===== src/verilog/ses_regs.svh =====
// Offsets, fields, reset values and timing counts of the enable sequencer.
`ifndef SES_REGS_SVH
`define SES_REGS_SVH
`define SES_ADR_CTRL        4'h0
`define SES_ADR_STATUS      4'h1
`define SES_ADR_IRQ_STAT    4'h2
`define SES_ADR_IRQ_MASK    4'h3
`define SES_ADR_POLE_CFG    4'h4
`define SES_ADR_WAIT        4'h5
`define SES_ADR_BRK_STALL   4'h6
`define SES_ADR_BRK_RUN     4'h7
`define SES_ADR_BRK_SPEED   4'h8
`define SES_ADR_SAT_LIMIT   4'h9
`define SES_ADR_SPEED_STOP  4'hA
`define SES_CTRL_SEQ_OFF    0
`define SES_CTRL_SEQ_ALM    2
`define SES_POLE_SCHEME     0
`define SES_POLE_EXT4       2
`define SES_POLE_EXT5       3
`define SES_ST_READY        0
`define SES_ST_PROT         1
`define SES_ST_POLE_DONE    2
`define SES_ST_ACTIVE       3
`define SES_ST_BRAKE        4
`define SES_ST_DBRAKE       5
`define SES_ST_SAT_ERR      6
`define SES_IRQ_READY       0
`define SES_IRQ_POLE_DONE   1
`define SES_IRQ_SAT_ERR     2
`define SES_IRQ_POLE_ERR    3
`define SES_RST_SCHEME      2'h2
`define SES_RST_WAIT        16'h05DC
`define SES_RST_BRK_SPEED   16'h001E
`define SES_RST_SPEED_STOP  16'h0005
`define SES_TICK_NS         1000000
`define SES_CLK_NS          10
`define SES_TICK_CYCLES     (`SES_TICK_NS / `SES_CLK_NS)
`define SES_SPEED_ON_MMS    16'h001E
`endif


===== src/verilog/ses_pkg.sv =====
// Types shared by the servo enable sequencer.
package ses_pkg;
   typedef enum logic [4:0] {
      SES_OFF     = 5'b00001,
      SES_WAIT_ON = 5'b00010,
      SES_ON      = 5'b00100,
      SES_BRAKE   = 5'b01000,
      SES_DECEL   = 5'b10000
   } ses_state_t;
endpackage


===== src/verilog/ses_top.sv =====
// Servo enable sequencer: readiness, pole estimation, brakes, saturation.
// How it works
// Ready needs init done, main power, no alarm and link synchronised.
// Protection arms after the power-up wait; host settles inputs first.
// With scheme two, pole completion output rises only after estimation finished correctly.
// With setup-four bit0 set, servo-active flag reads off until pole done.
// Estimation runs only with scheme two; other schemes mark it invalid.
// Scheme zero or estimation error three keeps completion low while present.
// Servo-on waits while speed is at or above the threshold.
// Stalled servo-off de-energises the stall brake time after the brake.
// Running brake delay ends at time elapsed or speed below release speed.
// A repeated servo-on during deceleration waits until the motor stops.
// Servo-off dynamic brake and energisation follow servo-off sequence.
// Alarm during servo-on drives dynamic brake per alarm sequence.
// Saturation held for the set count raises error; zero disables.
// All parameter delays count whole control ticks, restarting each time.
`timescale 1ns/100ps
`default_nettype none
`include "ses_regs.svh"
module ses_top #(
   parameter int TICK_CYCLES = `SES_TICK_CYCLES
) (
   input  wire logic        clock_i,
   input  wire logic        srst_i,
   input  wire logic        wb_cyc_i,
   input  wire logic        wb_stb_i,
   input  wire logic        wb_we_i,
   input  wire logic [5:0]  wb_adr_i,
   input  wire logic [3:0]  wb_sel_i,
   input  wire logic [31:0] wb_dat_i,
   output logic [31:0]      wb_dat_o,
   output logic             wb_ack_o,
   input  wire logic        init_done_i,
   input  wire logic        main_power_i,
   input  wire logic        alarm_i,
   input  wire logic        link_sync_i,
   input  wire logic        servo_on_req_i,
   input  wire logic [15:0] speed_i,
   input  wire logic        pole_est_done_i,
   input  wire logic        pole_est_err3_i,
   input  wire logic        thrust_sat_i,
   output logic             servo_ready_o,
   output logic             prot_active_o,
   output logic             pole_est_start_o,
   output logic             pole_done_o,
   output logic             servo_active_o,
   output logic             energise_o,
   output logic             brake_release_o,
   output logic             dyn_brake_o,
   output logic             sat_err_o,
   output logic             irq_o
);
   logic [3:0]  ctrl_r;
   logic [3:0]  pole_cfg_r;
   logic [15:0] wait_r, brk_stall_r, brk_run_r, brk_speed_r;
   logic [15:0] sat_limit_r, speed_stop_r, sat_cnt_r;
   logic [3:0]  irq_stat_r, irq_mask_r, irq_ev;
   logic        tick, prot_done, brk_done, brk_start, stall_r;
   logic        est_started_r, ready_q_r, pole_q_r;
   logic        bus_req, bus_wr;
   logic [3:0]  adr;
   ses_pkg::ses_state_t st_r;

   function automatic logic hit(input logic [3:0] a, input logic [3:0] r);
      return a == r;
   endfunction

   assign adr     = wb_adr_i[5:2];
   assign bus_req = wb_cyc_i && wb_stb_i && !wb_ack_o;
   assign bus_wr  = bus_req && wb_we_i && wb_sel_i[0];

   ses_tick #(.CYCLES(TICK_CYCLES)) u_tick (
      .clock_i (clock_i),
      .srst_i  (srst_i),
      .tick_o  (tick)
   );

   // The power-up timer starts once, at the first cycle after reset.
   logic pu_start_r;
   always_ff @(posedge clock_i) begin
      pu_start_r <= srst_i;
   end

   ses_delay u_powerup (
      .clock_i (clock_i),
      .srst_i  (srst_i),
      .tick_i  (tick),
      .start_i (pu_start_r),
      .len_i   (wait_r),
      .done_o  (prot_done)
   );

   ses_delay u_brake (
      .clock_i (clock_i),
      .srst_i  (srst_i),
      .tick_i  (tick),
      .start_i (brk_start),
      // The stall flag is only registered at this same edge, so the
      // length is picked from the live speed to match it.
      .len_i   (stopped ? brk_stall_r : brk_run_r),
      .done_o  (brk_done)
   );

   always_ff @(posedge clock_i) begin
      if (srst_i) begin
         ctrl_r       <= 4'h0;
         pole_cfg_r   <= {2'h0, `SES_RST_SCHEME};
         wait_r       <= `SES_RST_WAIT;
         brk_stall_r  <= 16'h0000;
         brk_run_r    <= 16'h0000;
         brk_speed_r  <= `SES_RST_BRK_SPEED;
         sat_limit_r  <= 16'h0000;
         speed_stop_r <= `SES_RST_SPEED_STOP;
         irq_mask_r   <= 4'h0;
      end else if (bus_wr) begin
         if (hit(adr, `SES_ADR_CTRL))       ctrl_r <= wb_dat_i[3:0];
         if (hit(adr, `SES_ADR_POLE_CFG))   pole_cfg_r <= wb_dat_i[3:0];
         if (hit(adr, `SES_ADR_WAIT))       wait_r <= wb_dat_i[15:0];
         if (hit(adr, `SES_ADR_BRK_STALL))  brk_stall_r <= wb_dat_i[15:0];
         if (hit(adr, `SES_ADR_BRK_RUN))    brk_run_r <= wb_dat_i[15:0];
         if (hit(adr, `SES_ADR_BRK_SPEED))  brk_speed_r <= wb_dat_i[15:0];
         if (hit(adr, `SES_ADR_SAT_LIMIT))  sat_limit_r <= wb_dat_i[15:0];
         if (hit(adr, `SES_ADR_SPEED_STOP)) speed_stop_r <= wb_dat_i[15:0];
         if (hit(adr, `SES_ADR_IRQ_MASK))   irq_mask_r <= wb_dat_i[3:0];
      end
   end

   // Read data and a one-cycle acknowledge; unmapped reads return zero.
   always_ff @(posedge clock_i) begin
      if (srst_i) begin
         wb_ack_o <= 1'b0;
         wb_dat_o <= 32'h0000_0000;
      end else begin
         wb_ack_o <= bus_req;
         case (adr)
            `SES_ADR_CTRL:       wb_dat_o <= {28'h0, ctrl_r};
            `SES_ADR_STATUS:     wb_dat_o <= {25'h0, sat_err_o, dyn_brake_o,
                                    brake_release_o, servo_active_o,
                                    pole_done_o, prot_active_o,
                                    servo_ready_o};
            `SES_ADR_IRQ_STAT:   wb_dat_o <= {28'h0, irq_stat_r};
            `SES_ADR_IRQ_MASK:   wb_dat_o <= {28'h0, irq_mask_r};
            `SES_ADR_POLE_CFG:   wb_dat_o <= {28'h0, pole_cfg_r};
            `SES_ADR_WAIT:       wb_dat_o <= {16'h0, wait_r};
            `SES_ADR_BRK_STALL:  wb_dat_o <= {16'h0, brk_stall_r};
            `SES_ADR_BRK_RUN:    wb_dat_o <= {16'h0, brk_run_r};
            `SES_ADR_BRK_SPEED:  wb_dat_o <= {16'h0, brk_speed_r};
            `SES_ADR_SAT_LIMIT:  wb_dat_o <= {16'h0, sat_limit_r};
            `SES_ADR_SPEED_STOP: wb_dat_o <= {16'h0, speed_stop_r};
            default:             wb_dat_o <= 32'h0000_0000;
         endcase
      end
   end

   always_ff @(posedge clock_i) begin
      if (srst_i) begin
         servo_ready_o <= 1'b0;
         prot_active_o <= 1'b0;
      end else begin
         servo_ready_o <= init_done_i && main_power_i && !alarm_i
                          && link_sync_i;
         prot_active_o <= prot_done;
      end
   end

   // Estimation is launched once, on the first cycle that ready is high with scheme two selected.
   always_ff @(posedge clock_i) begin
      if (srst_i) begin
         est_started_r    <= 1'b0;
         pole_est_start_o <= 1'b0;
         pole_done_o      <= 1'b0;
      end else begin
         pole_est_start_o <= 1'b0;
         if (!est_started_r && servo_ready_o && pole_cfg_r[1:0] == 2'h2) begin
            est_started_r    <= 1'b1;
            pole_est_start_o <= 1'b1;
         end
         if (pole_cfg_r[1:0] == 2'h0 || pole_est_err3_i) begin
            pole_done_o <= 1'b0;
         end else if (pole_cfg_r[1:0] == 2'h2) begin
            if (est_started_r && pole_est_done_i) pole_done_o <= 1'b1;
         end else if (pole_cfg_r[`SES_POLE_EXT5] || servo_ready_o) begin
            pole_done_o <= 1'b1;
         end
      end
   end

   // Saturation run counter; a zero limit keeps the error off.
   always_ff @(posedge clock_i) begin
      if (srst_i) begin
         sat_cnt_r <= 16'h0000;
         sat_err_o <= 1'b0;
      end else if (sat_limit_r == 16'h0000 || !thrust_sat_i) begin
         sat_cnt_r <= 16'h0000;
      end else if (tick) begin
         if (sat_cnt_r + 16'h0001 >= sat_limit_r) sat_err_o <= 1'b1;
         else sat_cnt_r <= sat_cnt_r + 16'h0001;
      end
   end

   wire fault   = alarm_i || sat_err_o;
   wire fast    = speed_i >= `SES_SPEED_ON_MMS;
   wire stopped = speed_i < speed_stop_r;
   wire leave   = !servo_on_req_i || fault;
   assign brk_start = st_r == ses_pkg::SES_ON && leave;

   always_ff @(posedge clock_i) begin
      if (srst_i) begin
         st_r    <= ses_pkg::SES_OFF;
         stall_r <= 1'b1;
      end else begin
         case (st_r)
            ses_pkg::SES_OFF: begin
               if (servo_on_req_i && servo_ready_o && !fault && pole_done_o)
                  st_r <= ses_pkg::SES_WAIT_ON;
            end
            ses_pkg::SES_WAIT_ON: begin
               if (!servo_on_req_i || fault) st_r <= ses_pkg::SES_OFF;
               else if (!fast) st_r <= ses_pkg::SES_ON;
            end
            ses_pkg::SES_ON: begin
               if (leave) begin
                  stall_r <= stopped;
                  st_r    <= ses_pkg::SES_BRAKE;
               end
            end
            ses_pkg::SES_BRAKE: begin
               if (brk_done || (!stall_r && speed_i < brk_speed_r))
                  st_r <= ses_pkg::SES_DECEL;
            end
            ses_pkg::SES_DECEL: begin
               if (stopped) st_r <= ses_pkg::SES_OFF;
            end
            default: st_r <= ses_pkg::SES_OFF;
         endcase
      end
   end

   // Dynamic brake follows the chosen sequence; coasting energisation follows the servo-off one only.
   wire [1:0] seq = alarm_i ? ctrl_r[3:2] : ctrl_r[1:0];
   always_ff @(posedge clock_i) begin
      if (srst_i) begin
         energise_o      <= 1'b0;
         brake_release_o <= 1'b0;
         dyn_brake_o     <= 1'b0;
         servo_active_o  <= 1'b0;
      end else begin
         brake_release_o <= st_r == ses_pkg::SES_ON;
         energise_o <= st_r == ses_pkg::SES_ON || st_r == ses_pkg::SES_BRAKE
                       || (st_r == ses_pkg::SES_DECEL && seq[1] && !alarm_i);
         dyn_brake_o <= (st_r == ses_pkg::SES_BRAKE
                         || st_r == ses_pkg::SES_DECEL)
                        && !seq[0];
         servo_active_o <= (st_r == ses_pkg::SES_ON)
                           && !(pole_cfg_r[`SES_POLE_EXT4]
                                && !pole_done_o);
      end
   end

   always_ff @(posedge clock_i) begin
      ready_q_r <= servo_ready_o;
      pole_q_r  <= pole_done_o;
   end
   assign irq_ev = {pole_est_err3_i, sat_err_o, pole_done_o && !pole_q_r,
                    servo_ready_o && !ready_q_r};

   // Set wins over a write-one clear in the same cycle.
   always_ff @(posedge clock_i) begin
      if (srst_i) irq_stat_r <= 4'h0;
      else if (bus_wr && hit(adr, `SES_ADR_IRQ_STAT))
         irq_stat_r <= (irq_stat_r & ~wb_dat_i[3:0]) | irq_ev;
      else irq_stat_r <= irq_stat_r | irq_ev;
   end
   assign irq_o = |(irq_stat_r & irq_mask_r);

   a_ready_cause: assert property (
      @(posedge clock_i) disable iff (srst_i)
      servo_ready_o |-> $past(init_done_i && main_power_i && link_sync_i
                              && !alarm_i)) else $error("ready w/o cause");
   a_prot_gate: assert property (
      @(posedge clock_i) disable iff (srst_i)
      prot_active_o |-> $past(prot_done)) else $error("early protection");
   a_pole_scheme0: assert property (
      @(posedge clock_i) disable iff (srst_i)
      $past(pole_cfg_r[1:0] == 2'h0) |-> !pole_done_o)
      else $error("pole done on scheme 0");
   a_pole_est: assert property (
      @(posedge clock_i) disable iff (srst_i)
      $rose(pole_done_o) && $past(pole_cfg_r[1:0] == 2'h2)
      |-> $past(pole_est_done_i)) else $error("pole done early");
   a_active_mask: assert property (
      @(posedge clock_i) disable iff (srst_i)
      $past(pole_cfg_r[`SES_POLE_EXT4] && !pole_done_o) |-> !servo_active_o)
      else $error("active before pole");
   a_speed_on: assert property (
      @(posedge clock_i) disable iff (srst_i)
      st_r == ses_pkg::SES_WAIT_ON && fast ##1 servo_on_req_i
      |-> st_r != ses_pkg::SES_ON) else $error("on while fast");
   a_decel_hold: assert property (
      @(posedge clock_i) disable iff (srst_i)
      st_r == ses_pkg::SES_DECEL && !stopped |=> st_r == ses_pkg::SES_DECEL)
      else $error("left decel moving");
   a_brake_off: assert property (
      @(posedge clock_i) disable iff (srst_i)
      st_r == ses_pkg::SES_ON && leave |=> ##1 !brake_release_o)
      else $error("brake not engaged");
   a_sat_zero: assert property (
      @(posedge clock_i) disable iff (srst_i)
      sat_limit_r == 16'h0000 && !sat_err_o |=> !sat_err_o)
      else $error("sat error while off");
   a_dbrake_seq: assert property (
      @(posedge clock_i) disable iff (srst_i)
      dyn_brake_o |-> $past(!seq[0])) else $error("dyn brake sequence");
   c_on: cover property (@(posedge clock_i) st_r == ses_pkg::SES_ON);
   c_decel: cover property (@(posedge clock_i) st_r == ses_pkg::SES_DECEL);
   c_sat: cover property (@(posedge clock_i) $rose(sat_err_o));
   c_irq: cover property (@(posedge clock_i) irq_o);
endmodule
`default_nettype wire


===== src/verilog/ses_tick.sv =====
// Divider making the one-millisecond control tick enable.
`timescale 1ns/100ps
`default_nettype none
`include "ses_regs.svh"
module ses_tick #(
   parameter int CYCLES = `SES_TICK_CYCLES
) (
   input  wire logic clock_i,
   input  wire logic srst_i,
   output logic      tick_o
);
   logic [31:0] cnt_r;

   always_ff @(posedge clock_i) begin
      if (srst_i) begin
         cnt_r  <= 32'h0000_0000;
         tick_o <= 1'b0;
      end else if (cnt_r == 32'(CYCLES - 1)) begin
         cnt_r  <= 32'h0000_0000;
         tick_o <= 1'b1;
      end else begin
         cnt_r  <= cnt_r + 32'h0000_0001;
         tick_o <= 1'b0;
      end
   end
endmodule
`default_nettype wire


===== src/verilog/ses_delay.sv =====
// Tick-counted delay timer that restarts on a start pulse.
`timescale 1ns/100ps
`default_nettype none
module ses_delay #(
   parameter int W = 16
) (
   input  wire logic         clock_i,
   input  wire logic         srst_i,
   input  wire logic         tick_i,
   input  wire logic         start_i,
   input  wire logic [W-1:0] len_i,
   output logic              done_o
);
   logic [W-1:0] cnt_r;

   always_ff @(posedge clock_i) begin
      if (srst_i) begin
         cnt_r  <= '0;
         done_o <= 1'b0;
      end else if (start_i) begin
         cnt_r  <= len_i;
         done_o <= (len_i == '0);
      end else if (tick_i && !done_o) begin
         if (cnt_r <= W'(1)) begin
            cnt_r  <= '0;
            done_o <= 1'b1;
         end else begin
            cnt_r <= cnt_r - W'(1);
         end
      end
   end
endmodule
`default_nettype wire


===== config.mk =====
export PLATFORM = sky130hd
export DESIGN_NAME = ses_top
export DESIGN_NICKNAME = d
export VERILOG_FILES = /design/src/verilog/ses_pkg.sv /design/src/verilog/ses_top.sv /design/src/verilog/ses_tick.sv /design/src/verilog/ses_delay.sv
export VERILOG_INCLUDE_DIRS = /design/src /design/src/verilog
export SDC_FILE = /design/constraint.sdc
export NUM_CORES = 1
export LEC_CHECK = 0
export BUFFER_PORTS_ARGS = -buffer_cell sky130_fd_sc_hd__buf_2
export CORE_AREA = 2 2 102 203
export DETAILED_ROUTE_END_ITERATION = 8
export DIE_AREA = 0 0 104 205
export PLACE_DENSITY = 0.8
export SYNTH_ARGS = -nofsm -noshare
export SYNTH_HDL_FRONTEND = slang
export SYNTH_SLANG_ARGS = --single-unit

===== constraint.sdc =====
create_clock -name clock_i -period 5 [get_ports clock_i]
set_clock_uncertainty 0.2 [all_clocks]
set_input_delay 1 -clock clock_i [delete_from_list [all_inputs] [get_ports clock_i]]
set_output_delay 1 -clock clock_i [all_outputs]
set_load 0.01 [all_outputs]

### Yosys cells after proc, flatten, opt, wreduce, memory -nomap -nowiden

Cells that the tools add are included.

| storage, ports and cells | value |
|---|---|
| output and inout bits | 43 |
| logic and storage cells | 180 |
| input bits | 71 |
| flip-flop bits (word level) | 247 |

| operators by class | value |
|---|---|
| reductions and logical operators | 78 |
| bitwise logic cells | 7 |
| equal/unequal tests | 23 |
| $add $sub $neg | 4 |
| multiplexer cells | 28 |
| order comparisons | 6 |

Operators with widths:

| operator | number |
|---|---|
| $pmux 16 s11 | 1 |
| $mux 16 | 7 |
| $logic_not 16->1 | 3 |
| $add 32x1->32 const B | 1 |
| $eq 32x17->1 const B | 1 |
| $le 16x1->1 const B | 2 |
| $lt 16x16->1 | 2 |
| $sub 16x1->16 const B | 2 |
| $mux 5 | 6 |
| $reduce_and 2->1 | 14 |
| $logic_and 1x1->1 | 25 |
| $pmux 5 s5 | 1 |
| $add 16x1->16 const B | 1 |
| $eq 4x3->1 const B | 4 |
| $ge 16x16->1 | 1 |
| $ge 16x5->1 const B | 1 |
| $logic_not 1->1 | 14 |
| $eq 4x4->1 const B | 3 |
| $mux 1 | 11 |
| $reduce_bool 2->1 | 5 |
| $logic_or 1x1->1 | 9 |
| $and 4x4->4 | 2 |
| $eq 4x2->1 const B | 2 |
| $ne 2x2->1 const B | 4 |
| 20 further kinds | 24 |

### Longest topological paths before layout

Gate-level depths: netlist of run 1.

| logic depth | value |
|---|---|
| word-level depth | 6 |
| mapped depth | 16 |
| mapped depth without buffers | 13 |

### Hierarchy

From an unflattened synthesis of run 1, not the netlist that was laid out.

| second synthesis, totals | value |
|---|---|
| cell total of the unflattened synthesis | 1,523 |
| area, all modules | 12,370.6 sq um |

Modules (own cells, without submodules):

| module | cells an instance | seq. area each (sq um) | times used | area an instance (sq um) |
|---|---|---|---|---|
| ses_top | 1,040 | 3,283.1 | 1 | 8,336.7 |
| ses_delay | 152 | 340.3 | 2 | 1,248.7 |
| ses_tick | 179 | 660.6 | 1 | 1,536.5 |

### Worst setup path before layout of run 1

No wires, ideal clock.

| timing | value |
|---|---|
| kind | register to register |
| start point | reg sat_cnt_r[0] |
| end point | reg sat_cnt_r[10] |
| stages on the path, launching flop included | 17 |
| data required time | 4,730 ps |
| arrival | 3,318 ps |
| buffers on the path | 3 |
| clock period less this slack | 3,588 ps |
| setup slack | 1,412 ps |
| library setup time | 70 ps |
| path through | dfxtp_1 > ha_1 > nand3_1 > or4_1 > clkbuf_1 > nor2_2 > nand3_1 > xnor2_1 > ha_1 > nand2_1 > nor2_1 > o211ai_1 > o211ai_1 > clkbuf_1 > clkbuf_1 > o21ai_0 > a21oi_1 |

| on the way | value |
|---|---|
| cells in the longest elaborated chain, start to end | 4 |

RTL lines:

| what | RTL line | text |
|---|---|---|
| start: declaration | ses_top.sv:56 | `logic [15:0] sat_limit_r, speed_stop_r, sat_cnt_r;` |
| start signal: assignment | ses_top.sv:197 | `else sat_cnt_r <= sat_cnt_r + 16'h0001;` |
| $add 16x1->16 * | ses_top.sv:196, ses_top.sv:197 |  |
| $ge 16x16->1 | ses_top.sv:196 | `if (sat_cnt_r + 16'h0001 >= sat_limit_r) sat_err_o <= 1'b1;` |
| $not 1->1 (no line) | - |  |
| $reduce_and 2->1 (no line) | - |  |

Every way passes the cells marked *; elsewhere a longest branch is shown, timed or not.
A chain may end at the register's enable or synchronous reset.

### Final worst setup path of run 1

| timing | value |
|---|---|
| start point | reg sat_cnt_r[0] |
| end point | reg sat_cnt_r[9] |

Same word-level chain as after synthesis.

==> results of run 1 <==
layer usage:
| layer | up-vias | share of wire | GRT usage |
|---|---|---|---|
| met3 | 190 | 0.063 | 0.0522 |
| met1 | 5180 | 0.33 | 0.335 |
| li1 | 5218 | - | - |
| met4 | 0 | 0.098 | 0.279 |
| met5 | - | 0 | 0 |
| met2 | 508 | 0.50 | 0.611 |
synth_stat cells, types with 31 or more instances:
| master | count | area share |
|---|---|---|
| sky130_fd_sc_hd__mux2i_1 | 31 | 0.026 |
| sky130_fd_sc_hd__nor3_1 | 39 | 0.017 |
| sky130_fd_sc_hd__ha_1 | 52 | 0.055 |
| sky130_fd_sc_hd__nor2_1 | 112 | 0.036 |
| sky130_fd_sc_hd__nor4_1 | 39 | 0.021 |
| sky130_fd_sc_hd__a22oi_1 | 42 | 0.027 |
| sky130_fd_sc_hd__inv_1 | 61 | 0.020 |
| sky130_fd_sc_hd__nand2_1 | 270 | 0.086 |
| sky130_fd_sc_hd__clkbuf_1 | 60 | 0.019 |
| sky130_fd_sc_hd__dfxtp_1 | 231 | 0.39 |
| sky130_fd_sc_hd__a21oi_1 | 136 | 0.058 |
power groups by stage:
stage	clock, uW	sequential, uW	combinational (uW)
finish	1810	1870	225
floorplan	0	1910	147
detailed placement	0	1910	218
CTS	1810	1870	219
global placement	0	1910	215
global route	1880	1870	245
cell families after synthesis:
family | Yosys count | share of synthesized area
muxes | 39 | 0.0341
buffers and inverters | 150 | 0.0538
xor gates and xnor gates | 60 | 0.0448
DFF | 231 | 0.394
adders and majority gates | 52 | 0.0555
other | 1 | 0.000320
and+or+nand+nor | 619 | 0.251
AOI/OAI and AO/OA | 309 | 0.166
flip-flops by register name, indices dropped and copies added (netlist names), 4 cells and up:
| name | flops |
|---|---|
| brk_run_r | 16 |
| brk_speed_r | 16 |
| brk_stall_r | 16 |
| ctrl_r | 4 |
| irq_mask_r | 4 |
| irq_stat_r | 4 |
| pole_cfg_r | 4 |
| sat_cnt_r | 16 |
| sat_limit_r | 16 |
| speed_stop_r | 16 |
| st_r | 5 |
| u_brake.cnt_r | 16 |
| u_powerup.cnt_r | 16 |
| u_tick.cnt_r | 32 |
| wait_r | 16 |
| wb_dat_o | 16 |
final cells by class:
type,instances,area (um^2)
repair buffers,90,500
fillers,1734,6740
flip-flops and latches,231,4620
clock inverters,8,148
well taps,262,328
clock buffers,30,622
inverters,61,229
multi-input cells,1095,6540
stage by stage:
| stage | total power, uW | hold slack (ns) | utilization | setup slack, ns |
|---|---|---|---|---|
| after global placement | 2120 | 0.236 | 0.620 | 1.28 |
| after global routing | 4000 | 0.279 | 0.659 | 0.893 |
| after floorplan | 2050 | 0.221 | - | 1.41 |
| after detailed placement | 2130 | 0.249 | 0.620 | 1.22 |
| final | 3900 | 0.257 | 0.659 | 1.23 |
| after CTS | 3900 | 0.258 | 0.659 | 1.20 |
path summary, 6_finish.rpt:
check,startpoint,endpoint,slack (ns),depth (start not counted)
setup reg to reg,sat_cnt_r[0],sat_cnt_r[9],1.23,14
hold / removal,est_started_r,pole_est_start_o,0.26,1
hold reg to reg,est_started_r,pole_est_start_o,0.26,1
setup / recovery,sat_cnt_r[0],sat_cnt_r[9],1.23,14
==> results by group, run 1 <==
Route
  – Mean routed wirelength per cell: 20.2 um
  – Via total after detailed routing: 11100
  – Post-DR vias/cell: 6.24
  – DRT Wirelength: 36000 um
  – Detailed-routing iteration count for the pre-antenna-repair pass: 6
  – Number of DRC violations after detailed-routing iteration 0: 886
  – Remaining number of nets flagged by the antenna check after routing: 0
  – Drc violations: 0

Placement
  – Instance count after placement with tap cells included: 1739
  – Placer's final routability congestion estimate: 1.04
  – Count of input and output buffers: 76
  – Area of placed instances: 0.0122 mm^2
  – Dpl hpwl: 26000 um

Die
  – Core box area: 0.0197 mm^2
  – Cell row count: 73
  – Die Span Y: 205 um
  – Number of ports placed on the die boundary: 114
  – Die width: 104 um
  – Initial core utilization: 0.595
  – Total Die Area: 0.0213 mm^2

Setup path
  – Worst path required time: 5.24 ns
  – Worst setup SP type: flop
  – Slowest stage cell on the critical path: sky130_fd_sc_hd__or4_1
  – CP Max Fanout: 30
  – Slowest Stage Delay on Critical Path: 0.65 ns
  – Kind of capture point of the worst setup path: flop
  – Top cell family by delay on the critical path: simple AND/OR/NAND/NOR gates
  – Critical setup path kind: flop to flop
  – Arrival time reported for the critical path endpoint: 4.01 ns
  – Worst-path cell chain: ha_1 > nand3_1 > or4_1 > nor2_2 > nand3_1 > xnor2_1 > ha_1 > nand2_1 > o21ai_0 > a21oi_1 > o211ai_1 > buf_4 > or4_1 > a21oi_1
  – WP buf/inv: 1

Pwr
  – Switching fraction of total power: 0.230
  – Net Sw Power: 896 uW
  – Share of total power in combinational logic: 0.058
  – Part of the power in the clock network: 0.464
  – Power per cell area: 300 mW/mm^2
  – Share of total power in sequential cells: 0.478
  – Leakage power: 0.00478 uW
  – Worst supply voltage drop on vdd: 0.335 mV
  – Internal portion of total power: 3010 uW

Run status
  – Result of the run: completed

Cells and area
  – Most frequent cells in the layout: sky130_fd_sc_hd__nand2_1 (270), sky130_fd_sc_hd__dfxtp_1 (231), sky130_fd_sc_hd__a21oi_1 (136), sky130_fd_sc_hd__nor2_1 (112), sky130_fd_sc_hd__buf_2 (75)
  – Layout net count: 1624
  – Design Area, Final: 0.0130 mm^2
  – Share of final-layout standard cells stronger than drive strength 1: 0.0970
  – Antenna diodes: 0
  – Area added between synthesis and finish: 10.8%
  – Most frequent standard cell in the layout excluding fill and tap cells: sky130_fd_sc_hd__nand2_1
  – Finished Layout Cells: 1777

STA
  – Headroom to the max-slew limit: 0.164
  – Highest achievable clock rate: 265 MHz
  – Shortest clock period the worst path allows after layout: 3.77 ns
  – Hold Fails Final Rpt: 0
  – Final critical-path share of the clock period: 0.755
  – Actual transition at the worst max-transition pin: 1.25 ns
  – RSZ-0062 raised after global routing: no
  – Pins over their slew limit: 0
  – Sum of negative setup slack: 0 ns
  – Number of endpoints failing setup at the final stage: 0

Logic synthesis
  – Ys flop type: sky130_fd_sc_hd__dfxtp_1
  – Number of different library cells in the post-synthesis netlist: 70
  – Seq/Total Area, Yosys: 0.394
  – Share of synthesized registers carrying an async set or reset: 0
  – Total of warnings raised by yosys: 0
  – Syn Std Cell Area: 0.0117 mm^2
  – Number of flip-flops and latches in the synthesized netlist: 231
  – Average instance area after synthesis: 8.03 um^2
  – Post-synthesis cell count: 1461
  – Count of flip-flops with a built-in enable after synthesis: 0

Clock network
  – Setup Buffers After CTS: 0
  – Clock net sink count: 231
  – Clk Tree Root Cell: sky130_fd_sc_hd__clkbuf_16
  – TritonCTS clock tree: built
  – Number of gates resized after cts: 0
  – Clock latency at the later pin of the worst-skew pair: 0.52 ns
  – Total number of H-tree levels: 1
  – Reg clk slew, reported paths: 0.07 ns
  – Number of clock buffers inserted by TritonCTS: 22
  – Hold buffers post-CTS: 0
  – Largest buffer count on any clock path: 3

Global routing
  – Maximum number of pins on one net before global-route repair: 151
  – Vias in the first global route: 11100
  – Wire length of the first global-routing pass: 57000 um
  – Total congestion overflow after global routing: 0
  – Tot GR Track Use: 0.337
  – Initial antenna violation count: 0

Hold path
  – Hold WC Path Type: flop to flop

Job
  – Max-Cap Viols: 0
No activity file was read; power rests on OpenSTA's default activity.
==> run 2: changes to the inputs <==
==> constraint.sdc (replaced) <==
create_clock -name clock_i -period 3.6 [get_ports clock_i]
set_clock_uncertainty 0.2 [all_clocks]
set_input_delay 0.72 -clock clock_i [delete_from_list [all_inputs] [get_ports clock_i]]
set_output_delay 0.72 -clock clock_i [all_outputs]
set_load 0.01 [all_outputs]
==> results by group, run 2 (synthesized netlist as in run 1, its figures left out) <==
STA
  – Actual transition at the worst max-transition pin: 1.02 ns (-0.225 ns)
  – Hold Fails Final Rpt: 0 (unchanged)
  – Shortest clock period the worst path allows after layout: 3.43 ns (-0.345 ns)
  – Headroom to the max-slew limit: 0.317 (+0.153)
  – Number of endpoints failing setup at the final stage: 0 (unchanged)
  – Highest achievable clock rate: 292 MHz (+10%)
  – Pins over their slew limit: 0 (unchanged)
  – Post-layout worst setup margin: 0.171 ns (-1.05 ns)
  – Final critical-path share of the clock period: 0.952 (+0.198)

Global routing
  – Initial antenna violation count: 0 (unchanged)
  – Wire length of the first global-routing pass: 58700 um (+3.0%)
  – Maximum number of pins on one net before global-route repair: 61 (-60%)
  – Tot GR Track Use: 0.348 (+0.0113)
  – Vias in the first global route: 11300 (+2.2%)
  – GR Util met1: 0.350 (+0.0149)
  – Global routing met3 resource utilization: 0.0480 (-0.00414)
  – Total congestion overflow after global routing: 0 (unchanged)
  – Global routing usage on met2: 0.626 (+0.0150)
  – Global routing's busiest layer: met2

Cells and area
  – Count of fill cells added during filler insertion: 1704 (-1.7%)
  – Finished Layout Cells: 1799 (+1.2%)
  – Final design utilization: 0.670 (+0.0116)
  – Design Area, Final: 0.0132 mm^2 (+1.8%)
  – Footprint of the multi-input gates: 0.00660 mm^2 (+0.88%)
  – FF+latch area: 0.00463 mm^2 (about the same)
  – Area added between synthesis and finish: 12.7%
  – Most frequent cells in the layout: sky130_fd_sc_hd__nand2_1 (270), sky130_fd_sc_hd__dfxtp_1 (228), sky130_fd_sc_hd__a21oi_1 (135), sky130_fd_sc_hd__nor2_1 (110), sky130_fd_sc_hd__buf_2 (75)
  – Most frequent standard cell in the layout excluding fill and tap cells: sky130_fd_sc_hd__nand2_1
  – Number of flip-flops in the largest register: 32 (unchanged)
  – Register with the most flip-flops: u_tick.cnt_r
  – Layout net count: 1647 (+1.4%)
  – Antenna diodes: 0 (unchanged)
  – Share of final-layout standard cells stronger than drive strength 1: 0.122 (+0.0246)

Placement
  – Count of input and output buffers: 76 (unchanged)
  – Placer's final routability congestion estimate: 1.02 (-1.9%)
  – Instance count after placement with tap cells included: 1758 (+1.1%)
  – Worst slack after detailed placement: 0.107 ns (-1.11 ns)
  – Dpl hpwl: 26900 um (+3.7%)
  – Area of placed instances: 0.0124 mm^2 (+1.2%)

Pwr
  – Overall Power: 5380 uW (+38%)
  – Power per cell area: 407 mW/mm^2 (+35%)
  – Worst supply voltage drop on vdd: 0.429 mV (+28%)
  – Leakage power: 0.00489 uW (+2.3%)

Die
  – Die Span Y: 205 um (unchanged)
  – Cell row count: 73 (unchanged)
  – Number of ports placed on the die boundary: 114 (unchanged)
  – Die width: 104 um (unchanged)
  – Total Die Area: 0.0213 mm^2 (unchanged)
  – Core box area: 0.0197 mm^2 (unchanged)
  – Initial core utilization: 0.595 (unchanged)

Setup path
  – Depth of the most critical reg-to-reg path: 14 (unchanged)
  – Worst r2r src: sat_cnt_r[1]
  – Reg-to-reg slack, setup: 0.17 ns (-1.05 ns)
  – Critical setup path kind: flop to flop
  – Arrival time reported for the critical path endpoint: 3.68 ns (-0.33 ns)
  – Kind of capture point of the worst setup path: flop
  – Worst path required time: 3.85 ns (-1.39 ns)
  – CP Max Fanout: 7 (-77%)
  – Worst setup SP type: flop
  – FF-to-FF End: sat_cnt_r[10]

Job
  – Max-Cap Viols: 0 (unchanged)

Hold path
  – Hold WC Path Type: input pin to flop
  – Startpoint of the worst hold path: alarm_i
  – End point of the worst hold path: servo_ready_o
  – Number of instances on the worst hold path: 2 (+1)

Clock network
  – TritonCTS clock tree: built
  – Clock net sink count: 231 (unchanged)
  – Clk Tree Root Cell: sky130_fd_sc_hd__clkbuf_16
  – Total number of H-tree levels: 1 (unchanged)
  – Reg clk slew, reported paths: 0.07 ns (about the same)
  – Hold buffers post-CTS: 0 (unchanged)
  – Largest buffer count on any clock path: 3 (unchanged)
  – Clock latency at the later pin of the worst-skew pair: 0.52 ns (about the same)
  – Number of clock buffers inserted by TritonCTS: 21 (-4.5%)

Route
  – Number of DRC violations after detailed-routing iteration 0: 830 (-6.3%)
  – Post-DR vias/cell: 6.29 (+0.81%)
  – Detailed-routing iteration count for the pre-antenna-repair pass: 6 (unchanged)
  – Remaining number of nets flagged by the antenna check after routing: 0 (unchanged)
  – Mean routed wirelength per cell: 20.9 um (+3.2%)
  – Drc violations: 0 (unchanged)
  – Via total after detailed routing: 11300 (+2.1%)
  – DRT Wirelength: 37600 um (+4.5%)

Run status
  – Result of the run: completed
run 2: layout make-up:
| cell class | instances | area share |
|---|---|---|
| clock buffer | 23 | 0.0418 |
| clock inverter | 13 | 0.0145 |
| inverter | 61 | 0.0173 |
| multi-input combinational | 1095 | 0.499 |
| sequential | 231 | 0.350 |
| tap | 262 | 0.0248 |
| timing repair buffer | 114 | 0.0524 |
run 2: how the worst max path moves through the flow:
stage               endpoint  slack (ns)          from
2_1_floorplan  sat_cnt_r[10]        0.01  sat_cnt_r[0]
4_1_cts         sat_cnt_r[9]         0.1  sat_cnt_r[1]
6_report       sat_cnt_r[10]        0.17  sat_cnt_r[1]
3_3_place_gp    sat_cnt_r[9]        0.18  sat_cnt_r[1]
3_5_place_dp   sat_cnt_r[15]        0.11  sat_cnt_r[1]
5_1_grt        sat_cnt_r[11]      -0.004  sat_cnt_r[1]
run 2: worst max-delay path, stage by stage (launching register included):
cell,delay (ns)
sky130_fd_sc_hd__dfxtp_2,0.37
sky130_fd_sc_hd__ha_4,0.15
sky130_fd_sc_hd__nand3_2,0.09
sky130_fd_sc_hd__buf_4,0.17
sky130_fd_sc_hd__or2_2,0.32
sky130_fd_sc_hd__xnor2_1,0.14
sky130_fd_sc_hd__ha_1,0.32
sky130_fd_sc_hd__a211oi_1,0.26
sky130_fd_sc_hd__nand3_1,0.12
sky130_fd_sc_hd__a21oi_1,0.23
sky130_fd_sc_hd__o211ai_1,0.20
sky130_fd_sc_hd__buf_4,0.22
sky130_fd_sc_hd__buf_6,0.12
sky130_fd_sc_hd__or3_1,0.31
sky130_fd_sc_hd__a21oi_1,0.14
run 2: metal layers:
layer  part of all wire  up-vias
li1                   -     5280
met1               0.33     5253
met2               0.50      564
met3              0.069      227
met4               0.10        0
met5                  0        -
run 2: power by group:
part	switching [uW]	internal, uW	total (uW)
sequential	22.1	2570	2590
clock	1050	1410	2460
combinational	217	105	321
total	1290	4090	5380
run 2: per-stage QoR:
stage / TNS, ns / hold WS, ns
after CTS: 0 / 0.213
final: 0 / 0.214
after global placement: 0 / 0.235
after global routing: -0.00441 / 0.217
after floorplan: 0 / 0.221
after detailed placement: 0 / 0.241
run 2: repair_timing:
item / 4_1_cts / 5_1_grt
resized for setup: 0 / 16
setup endpoints to repair: 0 / 15
hold endpoints to repair: 0 / 0
buffers inserted: 0 / 3
